--- src/logic/i2c_master_baud_consts.svh ---
// constants for the two-wire master bit-rate and interrupt control block
`ifndef I2C_MASTER_BAUD_CONSTS_SVH
`define I2C_MASTER_BAUD_CONSTS_SVH

// ==========================================================================
// register indices (byte address is four times the index)
`define IDX_CONTROL_B 6'h04
`define IDX_SCL_PERIOD 6'h0c
`define IDX_IEN_CLEAR 6'h14
`define IDX_IEN_SET 6'h16
`define IDX_IRQ_FLAGS 6'h18

// ==========================================================================
// field positions
`define F_STD_HIGH 7:0
`define F_STD_LOW 15:8
`define F_HS_HIGH 23:16
`define F_HS_LOW 31:24
`define B_SMART 8
`define B_QUICK 9
`define F_CMD 17:16
`define B_ACK_SEL 18
`define B_IRQ_ERR 7
`define B_IRQ_RX 1
`define B_IRQ_TX 0

// ==========================================================================
// reset values, masks and command codes
`define SCL_PERIOD_RESET 32'h0000_0000
`define IRQ_RESET 8'h00
`define IRQ_MASK 8'h83
`define CTRL_MASK 32'h0004_0300
`define CMD_NONE 2'h0
`define CMD_REP_START 2'h1
`define CMD_BYTE_READ 2'h2
`define CMD_STOP 2'h3
`define CNT_ZERO 9'h000
`define CNT_ONE 9'h001

`endif

--- src/logic/i2c_master_baud_pkg.sv ---
// types shared by the two-wire master bit-rate and interrupt control block
package i2c_master_baud_pkg;
    typedef enum logic [1:0] {SCL_IDLE, SCL_LOW, SCL_HIGH} scl_state_t;
endpackage

--- src/logic/i2c_master_baud_irq_ctrl.sv ---
// control, scl period timing and interrupt flag logic of a two-wire bus master
//
// The implementer's own choice: the Wishbone slave port.
`timescale 1ns/1ns
`include "i2c_master_baud_consts.svh"

module i2c_master_baud_irq_ctrl #(
    parameter int CNT_W = 9
) (
    input wire logic clkSys,
    input wire logic arstN,
    // classic wishbone slave
    input wire logic wbCycI,
    input wire logic wbStbI,
    input wire logic wbWeI,
    input wire logic [7:0] wbAdrI,
    input wire logic [3:0] wbSelI,
    input wire logic [31:0] wbDatI,
    output logic [31:0] wbDatO,
    output logic wbAckO,
    // events from the byte engine, same clock
    input wire logic busActive,
    input wire logic hsMode,
    input wire logic readMode,
    input wire logic rxByteDone,
    input wire logic txByteDone,
    input wire logic addrWrite,
    input wire logic dataWrite,
    input wire logic dataRead,
    input wire logic lengthFault,
    input wire logic targetStretchTimeout,
    input wire logic hostStretchTimeout,
    input wire logic sclLowTimeout,
    input wire logic arbitrationLostFlag,
    input wire logic busFaultFlag,
    // scl pin, open drain
    input wire logic sclIn,
    output logic sclOut,
    output logic sclOe,
    // control towards the byte engine
    output logic quickCmdEnable,
    output logic smartModeEnable,
    output logic ackSendStrobe,
    output logic ackValue,
    output logic cmdRepStart,
    output logic cmdByteRead,
    output logic cmdStop,
    output logic clockHold,
    output logic [CNT_W-1:0] condCycles,
    output logic [CNT_W-1:0] busFreeCycles,
    output logic irq
);

    // ======================================================================
    // helpers
    // phase length in cycles of the peripheral clock: field value plus one
    function automatic logic [CNT_W-1:0] plusOne(input logic [7:0] v);
        plusOne = CNT_W'({1'b0, v}) + CNT_W'(`CNT_ONE);
    endfunction

    // register address match for one index
    function automatic logic hitIdx(input logic [7:0] adr, input logic [5:0] idx);
        hitIdx = (adr[7:2] == idx);
    endfunction

    // ======================================================================
    // register state
    logic [31:0] sclPeriod_reg;
    logic [7:0] irqEnable_reg;
    logic [7:0] irqFlags_reg;
    logic quickCmd_reg;
    logic smartMode_reg;
    logic ackSel_reg;
    logic ack_reg;
    logic [31:0] datO_reg;
    logic clkHold_reg;
    logic ackSend_reg;
    logic repStart_reg;
    logic byteRead_reg;
    logic stop_reg;
    logic irq_reg;
    logic [CNT_W-1:0] cond_reg;
    logic [CNT_W-1:0] busFree_reg;
    logic sclMeta_reg;
    logic sclSync_reg;
    i2c_master_baud_pkg::scl_state_t state_reg;
    logic [CNT_W-1:0] cnt_reg;

    // ======================================================================
    // wishbone slave
    logic wbReq;
    logic wbWr;
    logic [31:0] readMux;

    assign wbReq = wbCycI & wbStbI;
    // writes land at the edge where the master sees ack
    assign wbWr = wbReq & wbWeI & ack_reg;

    // one wait state; ack drops in the cycle after it was given
    always_ff @(posedge clkSys or negedge arstN) begin
        if (!arstN) begin
            ack_reg <= 1'b0;
        end else begin
            ack_reg <= wbReq & ~ack_reg;
        end
    end

    // read mux; unmapped addresses answer zero
    always_comb begin
        readMux = 32'h0000_0000;
        if (hitIdx(wbAdrI, `IDX_SCL_PERIOD)) begin
            readMux = sclPeriod_reg;
        end else if (hitIdx(wbAdrI, `IDX_IEN_CLEAR) || hitIdx(wbAdrI, `IDX_IEN_SET)) begin
            readMux = {24'h00_0000, irqEnable_reg & `IRQ_MASK};
        end else if (hitIdx(wbAdrI, `IDX_IRQ_FLAGS)) begin
            readMux = {24'h00_0000, irqFlags_reg & `IRQ_MASK};
        end else if (hitIdx(wbAdrI, `IDX_CONTROL_B)) begin
            // command bits are strobes and read as zero
            readMux = {13'h0000, ackSel_reg, 2'h0, 6'h00, quickCmd_reg, smartMode_reg, 8'h00};
        end
    end

    // read data sampled at the request, stable while ack is high
    always_ff @(posedge clkSys or negedge arstN) begin
        if (!arstN) begin
            datO_reg <= 32'h0000_0000;
        end else if (wbReq & ~ack_reg) begin
            datO_reg <= readMux;
        end
    end

    assign wbDatO = datO_reg;
    assign wbAckO = ack_reg;

    // ======================================================================
    // scl period configuration, byte lanes honoured
    always_ff @(posedge clkSys or negedge arstN) begin
        if (!arstN) begin
            sclPeriod_reg <= `SCL_PERIOD_RESET;
        end else if (wbWr && hitIdx(wbAdrI, `IDX_SCL_PERIOD)) begin
            for (int b = 0; b < 4; b++) begin
                if (wbSelI[b]) begin
                    sclPeriod_reg[b*8 +: 8] <= wbDatI[b*8 +: 8];
                end
            end
        end
    end

    // ======================================================================
    // control b: quick command, smart mode, acknowledge select
    logic ctrlWr;
    logic [1:0] cmdWr;
    logic cmdValid;
    logic releaseAct;

    assign ctrlWr = wbWr & hitIdx(wbAdrI, `IDX_CONTROL_B);
    assign cmdWr = (ctrlWr & wbSelI[2]) ? wbDatI[`F_CMD] : `CMD_NONE;
    // byte read in write mode is no operation; commands need a pending hold
    assign cmdValid = (cmdWr != `CMD_NONE) && clkHold_reg && !((cmdWr == `CMD_BYTE_READ) && !readMode);
    // actions that resume the stalled transfer
    assign releaseAct = addrWrite | dataWrite | (dataRead & smartMode_reg) | cmdValid;

    always_ff @(posedge clkSys or negedge arstN) begin
        if (!arstN) begin
            quickCmd_reg <= 1'b0;
            smartMode_reg <= 1'b0;
        end else if (ctrlWr && wbSelI[1]) begin
            quickCmd_reg <= wbDatI[`B_QUICK];
            smartMode_reg <= wbDatI[`B_SMART];
        end
    end

    // written together with a command, the new select is used by it
    always_ff @(posedge clkSys or negedge arstN) begin
        if (!arstN) begin
            ackSel_reg <= 1'b0;
        end else if (ctrlWr && wbSelI[2]) begin
            ackSel_reg <= wbDatI[`B_ACK_SEL];
        end
    end

    // acknowledge action and command strobes, one cycle pulses
    always_ff @(posedge clkSys or negedge arstN) begin
        if (!arstN) begin
            ackSend_reg <= 1'b0;
            repStart_reg <= 1'b0;
            byteRead_reg <= 1'b0;
            stop_reg <= 1'b0;
        end else begin
            ackSend_reg <= cmdValid | (dataRead & smartMode_reg);
            repStart_reg <= cmdValid && (cmdWr == `CMD_REP_START);
            byteRead_reg <= cmdValid && (cmdWr == `CMD_BYTE_READ);
            stop_reg <= cmdValid && (cmdWr == `CMD_STOP);
        end
    end

    assign quickCmdEnable = quickCmd_reg;
    assign smartModeEnable = smartMode_reg;
    assign ackSendStrobe = ackSend_reg;
    assign ackValue = ackSel_reg;
    assign cmdRepStart = repStart_reg;
    assign cmdByteRead = byteRead_reg;
    assign cmdStop = stop_reg;

    // ======================================================================
    // interrupt enables: set and clear views of one register
    always_ff @(posedge clkSys or negedge arstN) begin
        if (!arstN) begin
            irqEnable_reg <= `IRQ_RESET;
        end else if (wbWr && wbSelI[0] && hitIdx(wbAdrI, `IDX_IEN_CLEAR)) begin
            irqEnable_reg <= irqEnable_reg & ~(wbDatI[7:0] & `IRQ_MASK);
        end else if (wbWr && wbSelI[0] && hitIdx(wbAdrI, `IDX_IEN_SET)) begin
            irqEnable_reg <= irqEnable_reg | (wbDatI[7:0] & `IRQ_MASK);
        end
    end

    // ======================================================================
    // interrupt flags; a hardware set wins over a clear in the same cycle
    logic flagWr;
    logic [7:0] flagSet;
    logic [7:0] flagClr;
    logic anyError;
    logic rxSet;
    logic txSet;

    assign flagWr = wbWr & wbSelI[0] & hitIdx(wbAdrI, `IDX_IRQ_FLAGS);
    assign anyError = lengthFault | targetStretchTimeout | hostStretchTimeout
                    | sclLowTimeout | arbitrationLostFlag | busFaultFlag;
    assign rxSet = rxByteDone & ~arbitrationLostFlag & ~busFaultFlag;
    assign txSet = txByteDone;

    always_comb begin
        flagSet = 8'h00;
        flagSet[`B_IRQ_ERR] = anyError;
        flagSet[`B_IRQ_RX] = rxSet;
        flagSet[`B_IRQ_TX] = txSet;
        flagClr = flagWr ? (wbDatI[7:0] & `IRQ_MASK) : 8'h00;
        flagClr[`B_IRQ_RX] = flagClr[`B_IRQ_RX] | releaseAct;
        flagClr[`B_IRQ_TX] = flagClr[`B_IRQ_TX] | releaseAct;
    end

    always_ff @(posedge clkSys or negedge arstN) begin
        if (!arstN) begin
            irqFlags_reg <= `IRQ_RESET;
        end else begin
            irqFlags_reg <= ((irqFlags_reg & ~flagClr) | flagSet) & `IRQ_MASK;
        end
    end

    // interrupt request, registered
    always_ff @(posedge clkSys or negedge arstN) begin
        if (!arstN) begin
            irq_reg <= 1'b0;
        end else begin
            irq_reg <= |(irqFlags_reg & irqEnable_reg);
        end
    end

    assign irq = irq_reg;

    // ======================================================================
    // clock hold: kept apart from the flags so a flag clear does not resume
    always_ff @(posedge clkSys or negedge arstN) begin
        if (!arstN) begin
            clkHold_reg <= 1'b0;
        end else if (rxSet || (txSet && !arbitrationLostFlag)) begin
            clkHold_reg <= 1'b1;
        end else if (releaseAct) begin
            clkHold_reg <= 1'b0;
        end
    end

    assign clockHold = clkHold_reg;

    // ======================================================================
    // scl input synchroniser
    always_ff @(posedge clkSys or negedge arstN) begin
        if (!arstN) begin
            sclMeta_reg <= 1'b1;
            sclSync_reg <= 1'b1;
        end else begin
            sclMeta_reg <= sclIn;
            sclSync_reg <= sclMeta_reg;
        end
    end

    // ======================================================================
    // phase lengths
    logic [7:0] stdHigh;
    logic [7:0] stdLow;
    logic [7:0] hsHigh;
    logic [7:0] hsLow;
    logic [CNT_W-1:0] lowCycles;
    logic [CNT_W-1:0] highCycles;

    assign stdHigh = sclPeriod_reg[`F_STD_HIGH];
    assign stdLow = sclPeriod_reg[`F_STD_LOW];
    assign hsHigh = sclPeriod_reg[`F_HS_HIGH];
    assign hsLow = sclPeriod_reg[`F_HS_LOW];

    always_comb begin
        if (hsMode) begin
            lowCycles = (hsLow != 8'h00) ? plusOne(hsLow) : plusOne(hsHigh);
            highCycles = plusOne(hsHigh);
        end else begin
            lowCycles = (stdLow != 8'h00) ? plusOne(stdLow) : plusOne(stdHigh);
            highCycles = plusOne(stdHigh);
        end
    end

    // start/stop setup and hold from the high field; bus free always standard
    always_ff @(posedge clkSys or negedge arstN) begin
        if (!arstN) begin
            cond_reg <= CNT_W'(`CNT_ONE);
            busFree_reg <= CNT_W'(`CNT_ONE);
        end else begin
            cond_reg <= hsMode ? plusOne(hsHigh) : highCycles;
            busFree_reg <= plusOne(stdHigh);
        end
    end

    assign condCycles = cond_reg;
    assign busFreeCycles = busFree_reg;

    // ======================================================================
    // scl phase generator; high phase waits while a slave stretches the clock
    always_ff @(posedge clkSys or negedge arstN) begin
        if (!arstN) begin
            state_reg <= i2c_master_baud_pkg::SCL_IDLE;
            cnt_reg <= CNT_W'(`CNT_ZERO);
        end else begin
            case (state_reg)
                i2c_master_baud_pkg::SCL_IDLE: begin
                    if (busActive) begin
                        state_reg <= i2c_master_baud_pkg::SCL_LOW;
                        cnt_reg <= lowCycles - CNT_W'(`CNT_ONE);
                    end
                end
                i2c_master_baud_pkg::SCL_LOW: begin
                    if (clkHold_reg) begin
                        cnt_reg <= cnt_reg;
                    end else if (cnt_reg == CNT_W'(`CNT_ZERO)) begin
                        state_reg <= i2c_master_baud_pkg::SCL_HIGH;
                        cnt_reg <= highCycles - CNT_W'(`CNT_ONE);
                    end else begin
                        cnt_reg <= cnt_reg - CNT_W'(`CNT_ONE);
                    end
                end
                i2c_master_baud_pkg::SCL_HIGH: begin
                    if (!sclSync_reg) begin
                        cnt_reg <= cnt_reg;
                    end else if (cnt_reg != CNT_W'(`CNT_ZERO)) begin
                        cnt_reg <= cnt_reg - CNT_W'(`CNT_ONE);
                    end else if (busActive) begin
                        state_reg <= i2c_master_baud_pkg::SCL_LOW;
                        cnt_reg <= lowCycles - CNT_W'(`CNT_ONE);
                    end else begin
                        state_reg <= i2c_master_baud_pkg::SCL_IDLE;
                    end
                end
                default: begin
                    state_reg <= i2c_master_baud_pkg::SCL_IDLE;
                    cnt_reg <= CNT_W'(`CNT_ZERO);
                end
            endcase
        end
    end

    // open drain: only ever pulls low
    assign sclOut = 1'b0;
    assign sclOe = (state_reg == i2c_master_baud_pkg::SCL_LOW);

    logic enterLow;
    logic enterHigh;
    assign enterLow = (state_reg != i2c_master_baud_pkg::SCL_LOW) && busActive
                    && !((state_reg == i2c_master_baud_pkg::SCL_HIGH) && (!sclSync_reg || cnt_reg != 0));
endmodule

--- config.mk ---
export PLATFORM = sky130hd
export DESIGN_NAME = i2c_master_baud_irq_ctrl
export DESIGN_NICKNAME = d
export VERILOG_FILES = /design/src/logic/i2c_master_baud_pkg.sv /design/src/logic/i2c_master_baud_irq_ctrl.sv
export VERILOG_INCLUDE_DIRS = /design/src /design/src/logic
export SDC_FILE = /design/constraint.sdc
export NUM_CORES = 1
export LEC_CHECK = 0
export ABC_AREA = 0
export BUFFER_PORTS_ARGS = -buffer_cell sky130_fd_sc_hd__buf_4
export CAP_MARGIN = 20
export CELL_PAD_IN_SITES_DETAIL_PLACEMENT = 1
export CELL_PAD_IN_SITES_GLOBAL_PLACEMENT = 2
export CORE_ASPECT_RATIO = 0.7
export CORE_MARGIN = 5
export CORE_UTILIZATION = 38
export CTS_BUF_LIST = sky130_fd_sc_hd__clkbuf_2 sky130_fd_sc_hd__clkbuf_4 sky130_fd_sc_hd__clkbuf_8
export DETAILED_ROUTE_END_ITERATION = 6
export PLACE_DENSITY = 0.95
export SLEW_MARGIN = 20
export SYNTH_ARGS = -nofsm -noshare
export SYNTH_HDL_FRONTEND = slang
export SYNTH_SLANG_ARGS = --single-unit
--- constraint.sdc ---
create_clock -name clkSys -period 4.7 [get_ports clkSys]
set_input_delay 0.235 -clock clkSys [delete_from_list [all_inputs] [get_ports clkSys]]
set_output_delay 0.235 -clock clkSys [all_outputs]
set_load 0.02 [all_outputs]
==> impl_metrics.json, run 1 <==
{
  "outcome": "finished, final reports clean",
  "postLayoutCellArea_sq_um": 7253,
  "synthCells": 624,
  "preCtsSetupSlack_ns": 1.188,
  "htreeDepth": 3,
  "cts_buffers": 9,
  "yosys_warnings": 0,
  "fmax_mhz": 276.6,
  "grt_max_degree": 60,
  "ioPinCount": 126,
  "drv_cap": 0,
  "fin_crit_ns": 3.616,
  "worstSetupEndpointType": "flip-flop",
  "drt_first_iter_violations": 299,
  "max_slew.worst_pin.slew_ns": 0.9786,
  "syn_area_sq_um": 6012,
  "overflow": 0,
  "ys.flop_type": "dfrtp_1",
  "portBuffers": 122,
  "postCtsResizedCells": 0,
  "rows": 38,
  "relSlewSlack": 0.3416,
  "dieArea_sq_um": 18480,
  "skew_ns": 0.01398,
  "async_flop_share": 1.000,
  "required_ns": 5.03,
  "tritoncts": "yes",
  "p_per_area_nw_per_um2": 297.8,
  "p_total_mw": 2.160,
  "final-hold-violation-count": 0,
  "holdCritPathClass": "in -> reg",
  "fin_util": 0.4680,
  "drt-total-wl_mm": 18.71,
  "numClockSinks": 111,
  "grt_pass1_vias": 5506,
  "hold_buffers": 2,
  "ant_nets": 0,
  "syn_to_final_growth_pct": 20.65,
  "antenna_found_initial": 0,
  "routedWlPerCell_um": 19.93,
  "cp-start-kind": "flip-flop",
  "leakage_nw": 3.593,
  "ir_drop_uv": 153.7,
  "crit_type": "reg -> reg",
  "ys_seq_area_frac": 0.4629,
  "start_util": 0.3879,
  "drc_errors": 0,
  "worst_r2r_endpoint": "cnt_reg[6]$_DFFE_PN0P_",
  "r2r_cells": 13,
  "cts_root_buf": "clkbuf_8",
  "synth-edff-count": 0,
  "worstPathMaxFanout": 9,
  "fin_nets": 807,
  "synthDistinctLibCells": 70,
  "place_hpwl_mm": 14.40,
  "die_y_um": 115.2,
  "min_to": "cmdRepStart$_DFF_PN0_",
  "num_vias": 5249,
  "syn-num-nets": 697,
  "cts_buffer_depth": 2,
  "clk_latency_ns": 0.39,
  "post_cts_buffers": 0,
  "grt_pass1_wl_mm": 30.44,
  "setup-violations-final": 0,
  "arrival_ns": 3.94,
  "core_area_sq_um": 15500,
  "r2r_start": "sclPeriod_reg[24]$_DFFE_PN0P_",
  "grt_util_all_layers": 0.2077,
  "min_from": "wbDatI[17]",
  "drive_above_1_share": 0.2747,
  "min_period_over_period": 0.7693,
  "setup_tns_ns": 0,
  "grt_setup_unrepaired": "false",
  "cts.clk_slew.worst_paths_ns": 0.10,
  "routabilityCongestion": 0.9346,
  "synth-seq-cells": 111,
  "detail_route.first_pass.iterations": 6,
  "hold_depth": 2,
  "diodes": 0,
  "avgSynthCellArea_sq_um": 9.635,
  "placed_area_sq_um": 7022,
  "die_w_um": 160.3,
  "r2r_setup_slack_ns": 1.08,
  "viasPerCell": 5.590,
  "fillers": 1798,
  "drv_slew": 0,
  "setup_slack_ns": 1.084
}
-- metrics by stage --
step | hold WS (ns) | std cells
2_1_floorplan | -0.06059 | 624
4_1_cts | 0.008273 | 939
6_report | 0.02544 | 939
5_1_grt | 0.01553 | 939
3_3_place_gp | 0.3245 | 921
3_5_place_dp | 0.3304 | 921
-- critical path: stages, from the launching register on --
cell and delay [ns]:
dfrtp_1 0.51, inv_1 0.11, ha_1 0.14, or4b_4 0.50, nor3_4 0.31, mux2i_1 0.18, mux2i_2 0.31, ha_1 0.21
inv_1 0.08, a2111oi_4 0.39, nand3_2 0.13, xnor2_1 0.15, a2111oi_0 0.36, or3_1 0.16
-- area by class of cell --
type                       count  area (sq um)  area share
inverter                      22         82.58     0.01139
sequential                   111          2783      0.3836
timing repair buffer         127         958.4      0.1321
multi-input combinational    463          2968      0.4092
clock inverter                 4         52.55    0.007245
tap                          200         250.2     0.03450
clock buffer                  12         158.9     0.02191
-- how the worst max path moves through the flow --
stage / startpoint / endpoint / cells past startpoint
5_1_grt: sclPeriod_reg[8]$_DFFE_PN0P_ / cnt_reg[6]$_DFFE_PN0P_ / 13
2_1_floorplan: sclPeriod_reg[24]$_DFFE_PN0P_ / cnt_reg[6]$_DFFE_PN0P_ / 13
3_3_place_gp: sclPeriod_reg[24]$_DFFE_PN0P_ / cnt_reg[6]$_DFFE_PN0P_ / 13
3_5_place_dp: sclPeriod_reg[8]$_DFFE_PN0P_ / cnt_reg[6]$_DFFE_PN0P_ / 13
4_1_cts: sclPeriod_reg[24]$_DFFE_PN0P_ / cnt_reg[6]$_DFFE_PN0P_ / 13
6_report: sclPeriod_reg[24]$_DFFE_PN0P_ / cnt_reg[6]$_DFFE_PN0P_ / 13
-- cell usage in the layout, fill, tap and decap left out, types with 4 or more instances in the layout --
cell type,instances
a21oi_1,22
a222oi_1,4
a22oi_1,5
a31oi_1,5
and3_1,6
buf_4,125
clkbuf_8,11
dfrtp_1,107
dfstp_2,4
ha_1,9
inv_1,21
mux2_2,41
mux2i_1,7
nand2_1,110
nand3_1,57
nand4_1,10
nor2_1,30
nor3_1,13
o211ai_1,6
o21ai_0,30
o22ai_1,4
or3_1,6
xnor2_1,20
xor2_1,16
-- metal layers --
metal | up-vias | track usage | wire length [um]
met4 | 0 | 0.04069 | 178
li1 | 2431 | - | -
met5 | - | 0 | 0
met3 | 19 | 0.04335 | 1137
met1 | 2630 | 0.2994 | 9012
met2 | 169 | 0.3283 | 8385
-- where the power goes --
part | leakage (nW) | switching [mW] | internal, mW
Combinational | 1.98 | 0.277 | 0.195
Clock | 0.110 | 0.331 | 0.284
Sequential | 1.50 | 0.0748 | 0.999
Total | 3.59 | 0.682 | 1.48
-- logic make-up (layout without fill, tap and decap cells) --
family	Yosys count	in the layout	share of synthesized area
simple gates	265	265	0.2135
fa+ha+maj	9	9	0.01873
compound gates	103	103	0.1168
mux	49	49	0.09074
buf+inv	50	165	0.04433
other cells	1	1	0.0006238
xor+xnor	36	36	0.05244
flops	111	111	0.4629
-- synthesized netlist by cell type, types with 2 or more instances --
| cell | instances | area (sq um) |
|---|---|---|
| nand4_1 | 10 | 62.56 |
| or4_1 | 3 | 22.52 |
| a222oi_1 | 4 | 40.04 |
| and3_1 | 6 | 37.54 |
| clkbuf_1 | 16 | 60.06 |
| nor3_1 | 13 | 65.06 |
| nor4_1 | 3 | 18.77 |
| nand2_1 | 110 | 412.9 |
| a22oi_1 | 5 | 37.54 |
| mux2i_1 | 7 | 70.07 |
| nor2_1 | 30 | 112.6 |
| dfrtp_1 | 107 | 2678 |
| nand3_1 | 57 | 285.3 |
| xor2_1 | 16 | 140.1 |
| dfstp_2 | 4 | 105.1 |
| a211o_1 | 3 | 26.28 |
| nand3b_1 | 2 | 15.01 |
| o31ai_1 | 2 | 15.01 |
| ha_1 | 9 | 112.6 |
| inv_1 | 21 | 78.83 |
| nor3b_1 | 3 | 22.52 |
| a21boi_0 | 2 | 15.01 |
| o22ai_1 | 4 | 25.02 |
| and4_1 | 3 | 26.28 |
| nand2b_1 | 3 | 18.77 |
| o211ai_1 | 6 | 45.04 |
| a21oi_1 | 22 | 110.1 |
| a211oi_1 | 2 | 15.01 |
| buf_4 | 2 | 15.01 |
| xnor2_1 | 20 | 175.2 |
| or3_1 | 6 | 37.54 |
| a31o_2 | 2 | 17.52 |
| mux2_2 | 41 | 461.7 |
| or2_2 | 3 | 18.77 |
| o21ai_0 | 30 | 150.1 |
| a31oi_1 | 5 | 31.28 |
| buf_6 | 8 | 90.09 |
| a2111oi_0 | 2 | 17.52 |
Note: power is estimated with default switching activity, not from simulation.
==> run 2, diff against run 1 <==
Settings changed: ABC_AREA 0 to 1, CORE_UTILIZATION 38 to 32, PLACE_DENSITY 0.95 to 0.92.
Clock period 4.7 ns to 3.7 ns, I/O delays scaled along.
==> run 2 against run 1 <==
Compared with the run above:
- cell area increased by 4.2%
- worst setup slack got worse by 0.083 ns
- routed wire length increased by 4.9%
- via count increased by 9.9%
- worst hold slack improved by 0.00099 ns
- critical path depth increased by 2
- first-iteration DRC count increased by 19%
- sequential power increased by 30%
- maximum frequency increased by 34%
- cell count increased by 25%
- sequential cell count unchanged
==> impl_metrics.json, run 2 <==
{
  "synth_adder_area_share": 0.01848,
  "place_hpwl_mm": 15.55,
  "stdcell_count": 1173,
  "skew_ns": 0.02227,
  "layout_commonest_cell": "nand2_1",
  "drive_above_1_share": 0.2009,
  "avgSynthCellArea_sq_um": 7.615,
  "diodes": 0,
  "die_w_um": 174.9,
  "drt_first_iter_violations": 355,
  "synth_area_leaders": "dfrtp_1 44%, nand2_1 14%, nand3_1 6.2%, inv_1 5.3%, nor2_1 4.6%",
  "grt_pass1_vias": 5953,
  "numClockSinks": 111,
  "yosys.area_share.simple": 0.2845,
  "fin_nets": 999,
  "yosys_warnings": 0,
  "viasPerCell": 4.917,
  "ant_nets": 0,
  "grt_util_all_layers": 0.1819,
  "fmax_mhz": 370.6,
  "grt_pass1_wl_mm": 32.15,
  "detail_route.first_pass.iterations": 4,
  "synthDistinctLibCells": 46,
  "grt_max_degree": 59,
  "yosysMostFrequentCell": "nand2_1",
  "routabilityCongestion": 0.8618,
  "muxShareOfSynthArea": 0.005545,
  "postLayoutCellArea_sq_um": 7556,
  "async_flop_share": 1.000,
  "htreeDepth": 3,
  "crit_type": "reg -> reg",
  "placed_area_sq_um": 7261,
  "syn-num-nets": 873,
  "setup_tns_ns": 0,
  "arrival_ns": 2.99,
  "p_total_mw": 3.037,
  "ys_seq_area_frac": 0.4568,
  "synth-edff-count": 0,
  "overflow": 0,
  "outcome": "finished, final reports clean",
  "final-hold-violation-count": 0,
  "numPlacedInstances": 1149,
  "required_ns": 3.99,
  "setup-violations-final": 0,
  "routedWlPerCell_um": 16.73,
  "synth_top_area_frac": 0.4395,
  "synth_compound_area_frac": 0.1382,
  "cts.clk_slew.worst_paths_ns": 0.14,
  "dieArea_sq_um": 21940,
  "ys.flop_type": "dfrtp_1",
  "cpMostUsedCell": "nand2_1",
  "synth-seq-cells": 111,
  "holdCritPathClass": "in -> reg",
  "synthCells": 800,
  "portBuffers": 122,
  "synth_common_cells": "220 x nand2_1, 107 x dfrtp_1, 86 x inv_1",
  "fin_crit_ns": 2.699,
  "cp-start-kind": "flip-flop",
  "antenna_found_initial": 0,
  "mostFrequentLayoutCells": "220 x nand2_1, 129 x buf_4, 107 x dfrtp_1",
  "syn_to_final_growth_pct": 24.03,
  "start_util": 0.3238,
  "grt_setup_unrepaired": "false",
  "critPathMaxStageDelay_ns": 0.49,
  "max_slew.worst_pin.slew_ns": 0.6623,
  "p_per_area_nw_per_um2": 402.0,
  "synth_xor_area_frac": 0.01869,
  "min_period_over_period": 0.7294,
  "die_y_um": 125.4,
  "rows": 42,
  "ioPinCount": 126,
  "relSlewSlack": 0.5585,
  "core_area_sq_um": 18810,
  "worstSetupEndpointType": "flip-flop",
  "synth_top_family_by_area": "simple AND/OR/NAND/NOR gates",
  "drv_cap": 0,
  "num_vias": 5768,
  "cts_buffer_depth": 2,
  "worstPathMaxFanout": 6,
  "clk_latency_ns": 0.41,
  "syn_area_sq_um": 6092,
  "crit_slowest_cell": "dfrtp_1",
  "drv_slew": 0,
  "yosysTopAreaCell": "dfrtp_1",
  "drc_errors": 0,
  "ir_drop_uv": 171.4,
  "tritoncts": "yes",
  "postCtsResizedCells": 0,
  "path_cells": "ha_1 -> or2_1 -> o21ai_2 -> ha_1 -> inv_1 -> nor2_1 -> nand3_1 -> o21ai_0 -> nand2_1 -> o21ai_0 -> inv_1 -> nor2_1 -> o21ai_1 -> nand2_1 -> nand2_1",
  "cts_root_buf": "clkbuf_8",
  "drt-total-wl_mm": 19.63,
  "cts_buffers": 9,
  "leakage_nw": 3.755
}
run 2: changes by cell type after synthesis, moves of 8 or more:
cell,before,now
o21ai_1,0,14
nand2_1,110,220
nor3_1,13,5
nor2_1,30,74
o31ai_1,2,24
inv_1,21,86
mux2_2,41,3
a21oi_1,22,39
inv_2,0,12
nand3_1,57,75
xnor2_1,20,3
run 2: cells by family (layout without fill, tap and decap cells):
kind of cell	after synthesis	in the layout
buf+inv	120	251
other cells	1	1
compound gates	140	140
xor+xnor	13	13
flops	111	111
mux	3	3
fa+ha+maj	9	9
simple gates	403	403
run 2: per-layer routing:
layer	vias to the layer above	share of wire	global-route usage
met1	2798	0.53	0.2829
met4	0	0.011	0.03463
met2	104	0.41	0.2619
li1	2852	-	-
met3	14	0.041	0.03681
met5	-	0	0
run 2: timing repair:
action                                 4_1_cts  5_1_grt
hold buffers                                 7        1
endpoints found under the hold margin       51        1
setup buffers                                0        0
run 2: per-stage QoR:
stage / setup WS (ns) / hold WS, ns / util
final: 1.001 / 0.02643 / 0.4016
after global routing: 0.7138 / 0.007353 / 0.4016
after CTS: 1.024 / 0.004520 / 0.4011
after detailed placement: 1.101 / 0.2822 / 0.3859
after global placement: 1.129 / 0.2570 / 0.3859
after floorplan: 1.509 / -0.1106 / -
run 2: worst max-delay path, delay by kind of cell (launching register included):
family          cells  cell delay, ns
compound gates      4            0.56
fa+ha+maj           2            0.51
buf+inv             2            0.12
flops               1            0.49
simple gates        7            0.89
run 2: worst paths after layout:
| kind | start | to | slack, ns | cells past startpoint |
|---|---|---|---|---|
| setup / recovery | sclPeriod_reg[16]$_DFFE_PN0P_ | cnt_reg[6]$_DFFE_PN0P_ | 1.00 | 15 |
| hold reg to reg | sclMeta_reg$_DFF_PN1_ | sclSync_reg$_DFF_PN1_ | 0.37 | 0 |
| hold / removal | txByteDone | irqFlags_reg[0]$_DFF_PN0_ | 0.03 | 2 |
| min in group asynchronous | arstN | wbDatO[10]$_DFFE_PN0P_ | 0.35 | 2 |
| max in group asynchronous | arstN | sclSync_reg$_DFF_PN1_ | 2.40 | 3 |
| setup reg to reg | sclPeriod_reg[16]$_DFFE_PN0P_ | cnt_reg[6]$_DFFE_PN0P_ | 1.00 | 15 |
run 2: report_power, final:
group	switching, mW	internal [mW]	leakage, nW
combinational	0.543	0.324	2.33
sequential	0.0902	1.30	1.32
clock	0.500	0.282	0.108
total	1.13	1.90	3.76
run 2: final cells by class:
cell class	instances	area, sq um
multi-input combinational	569	2839
clock buffer	9	123.9
sequential	111	2783
inverter	98	367.9
timing repair buffer	137	1049
clock inverter	7	91.34
tap	242	302.8
fill	2360	11260
==> run 3, diff against run 2 <==
Settings changed: CORE_UTILIZATION 32 to 29, PLACE_DENSITY 0.92 to 0.88.
Clock period 3.7 ns to 2.4 ns, I/O delays scaled along.
==> run 3 against run 2 <==
Compared with the run above:
- clock skew is 0.0089 ns lower
- cell area is 14% higher
- sequential share of layout area is 4.4 points lower
- via count is 6.8% higher
- global-route usage is 0.67 points lower
- sequential cell count stayed put
- count of clock-buffer cells in the layout stayed put
- largest power group unchanged
- worst hold slack better by 0.0057 ns
- core utilization is 1.3 points higher
- non-clock buffer count is 85 higher
==> impl_metrics.json, run 3 (same netlist as run 2, synthesis figures left out) <==
{
  "max_slew.worst_pin.slew_ns": 0.5591,
  "dieArea_sq_um": 24050,
  "rows": 44,
  "grt_setup_unrepaired": "true",
  "portBuffers": 122,
  "viasPerCell": 4.768,
  "r2r_start": "sclPeriod_reg[17]$_DFFE_PN0P_",
  "diodes": 0,
  "r2r_setup_slack_ns": 0.09,
  "start_util": 0.2943,
  "crit_end": "cnt_reg[8]$_DFFE_PN0P_",
  "overflow": 0,
  "cp-start-kind": "flip-flop",
  "drc_errors": 0,
  "die_y_um": 131.3,
  "tritoncts": "yes",
  "multi_input_area_sq_um": 3114,
  "cts_buffers": 9,
  "drv_slew": 0,
  "fillers": 2554,
  "layout_commonest_cell": "nand2_1",
  "ant_nets": 0,
  "ir_drop_uv": 208.2,
  "met1_length_mm": 10.45,
  "arrival_ns": 2.65,
  "regArea_sq_um": 2784,
  "num_vias": 6160,
  "die_w_um": 183.2,
  "crit_type": "reg -> reg",
  "grt_pass1_vias": 6363,
  "drt_first_iter_violations": 292,
  "numPlacedInstances": 1219,
  "holdCritPathClass": "in -> reg",
  "path_cells": "ha_1 -> or2_1 -> o21ai_2 -> ha_2 -> inv_2 -> nor2_4 -> nand3_4 -> nor3_4 -> nand2_1 -> xor2_1 -> o21ai_1 -> nand3_1 -> nand2_1",
  "fin_nets": 1084,
  "final-hold-violation-count": 0,
  "crit_path_start": "sclPeriod_reg[17]$_DFFE_PN0P_",
  "worstSetupEndpointType": "flip-flop",
  "drt-total-wl_mm": 21.72,
  "drv_cap": 0,
  "highest_layer": "met4",
  "stdcell_count": 1292,
  "antenna_found_initial": 0,
  "cts_root_buf": "clkbuf_8",
  "required_ns": 2.74,
  "r2r_cells": 13,
  "fin_crit_ns": 2.312,
  "cpMostUsedCell": "nand2_1",
  "crit_slowest_cell": "dfrtp_1",
  "cts.clk_slew.worst_paths_ns": 0.12,
  "leakage_nw": 4.183,
  "holdWs_ns": 0.03210,
  "worst_r2r_endpoint": "cnt_reg[8]$_DFFE_PN0P_",
  "htreeDepth": 3,
  "worstPathMaxFanout": 3,
  "detail_route.first_pass.iterations": 4,
  "outcome": "finished, final reports clean",
  "setup_tns_ns": 0,
  "postLayoutCellArea_sq_um": 8586,
  "preCtsSetupSlack_ns": 0.01230,
  "grt_pass1_wl_mm": 34.07,
  "skew_ns": 0.01334,
  "routabilityCongestion": 0.8752,
  "place_hpwl_mm": 16.31,
  "fmax_mhz": 432.6,
  "wl_met2_mm": 9.666,
  "cts_buffer_depth": 2,
  "wl_met3_mm": 1.222,
  "critPathMaxStageDelay_ns": 0.40,
  "numClockSinks": 111,
  "clk_latency_ns": 0.40,
  "grt_max_degree": 74,
  "p_per_area_nw_per_um2": 557.7,
  "relSlewSlack": 0.6264,
  "setup-violations-final": 0,
  "ioPinCount": 126,
  "setup_slack_ns": 0.08836,
  "mostFrequentLayoutCells": "207 x nand2_1, 178 x buf_4, 106 x dfrtp_1",
  "routedWlPerCell_um": 16.81,
  "min_period_over_period": 0.9632,
  "placed_area_sq_um": 7586,
  "syn_to_final_growth_pct": 40.93,
  "core_area_sq_um": 20700,
  "drive_above_1_share": 0.2913,
  "grt_util_all_layers": 0.1751
}
## run 3: cell count changes in the layout (fill, tap and decap cells not counted), sizes merged
cell | previous run | this run
buf | 129 | 182
dlygate4sd3 | 8 | 40
## run 3: metrics by stage
| stage | util | total power, mW |
|---|---|---|
| after floorplan | - | 3.035 |
| after global placement | 0.3665 | 3.543 |
| after detailed placement | 0.3665 | 3.586 |
| after CTS | 0.3947 | 4.795 |
| after global routing | 0.4148 | 5.098 |
| final | 0.4148 | 4.788 |
## run 3: worst min-delay path by stage
stage               startpoint                             to  slack, ns  cells after the start
detailed placement       arstN         wbDatO[24]$_DFFE_PN0P_       0.17                      2
floorplan                arstN                      async pin      -0.18                      0
CTS                 wbDatI[24]  sclPeriod_reg[24]$_DFFE_PN0P_       0.01                      3
finish               addrWrite      irqFlags_reg[0]$_DFF_PN0_       0.03                      4
global placement         arstN         wbDatO[20]$_DFFE_PN0P_       0.17                      2
global route        wbDatI[24]  sclPeriod_reg[24]$_DFFE_PN0P_       0.03                      3
## run 3: final cells by class
| class | instances | share of cell area |
|---|---|---|
| inverter | 98 | 0.04284 |
| timing repair buffer | 222 | 0.2085 |
| clock inverter | 7 | 0.006995 |
| clock buffer | 9 | 0.01443 |
| tap | 276 | 0.04022 |
| multi-input combinational | 569 | 0.3627 |
| sequential | 111 | 0.3242 |
## run 3: power by group
part           switching, mW  internal [mW]
clock network          0.724          0.401
logic                  0.908          0.608
registers              0.148           2.00
## run 3: repair_timing
item | CTS | global route
buffers inserted | 0 | 17
hold buffers | 40 | 0
pin swaps | 1 | 32
setup endpoints to repair | 1 | 13
gates resized for setup | 0 | 87
endpoints found under the hold margin | 147 | 0
## run 3: layer usage
metal | up-vias | GRT usage
met5 | - | 0
met4 | 0 | 0.04467
met3 | 27 | 0.03149
met2 | 132 | 0.2662
met1 | 2975 | 0.2580
li1 | 3026 | -
## run 3: critical path: cells and delay by family, from the launching register on
| family | cells | cell delay [ns] |
|---|---|---|
| compound gates | 2 | 0.25 |
| xor+xnor | 1 | 0.14 |
| fa+ha+maj | 2 | 0.52 |
| buf+inv | 1 | 0.05 |
| flops | 1 | 0.40 |
| simple gates | 7 | 0.89 |
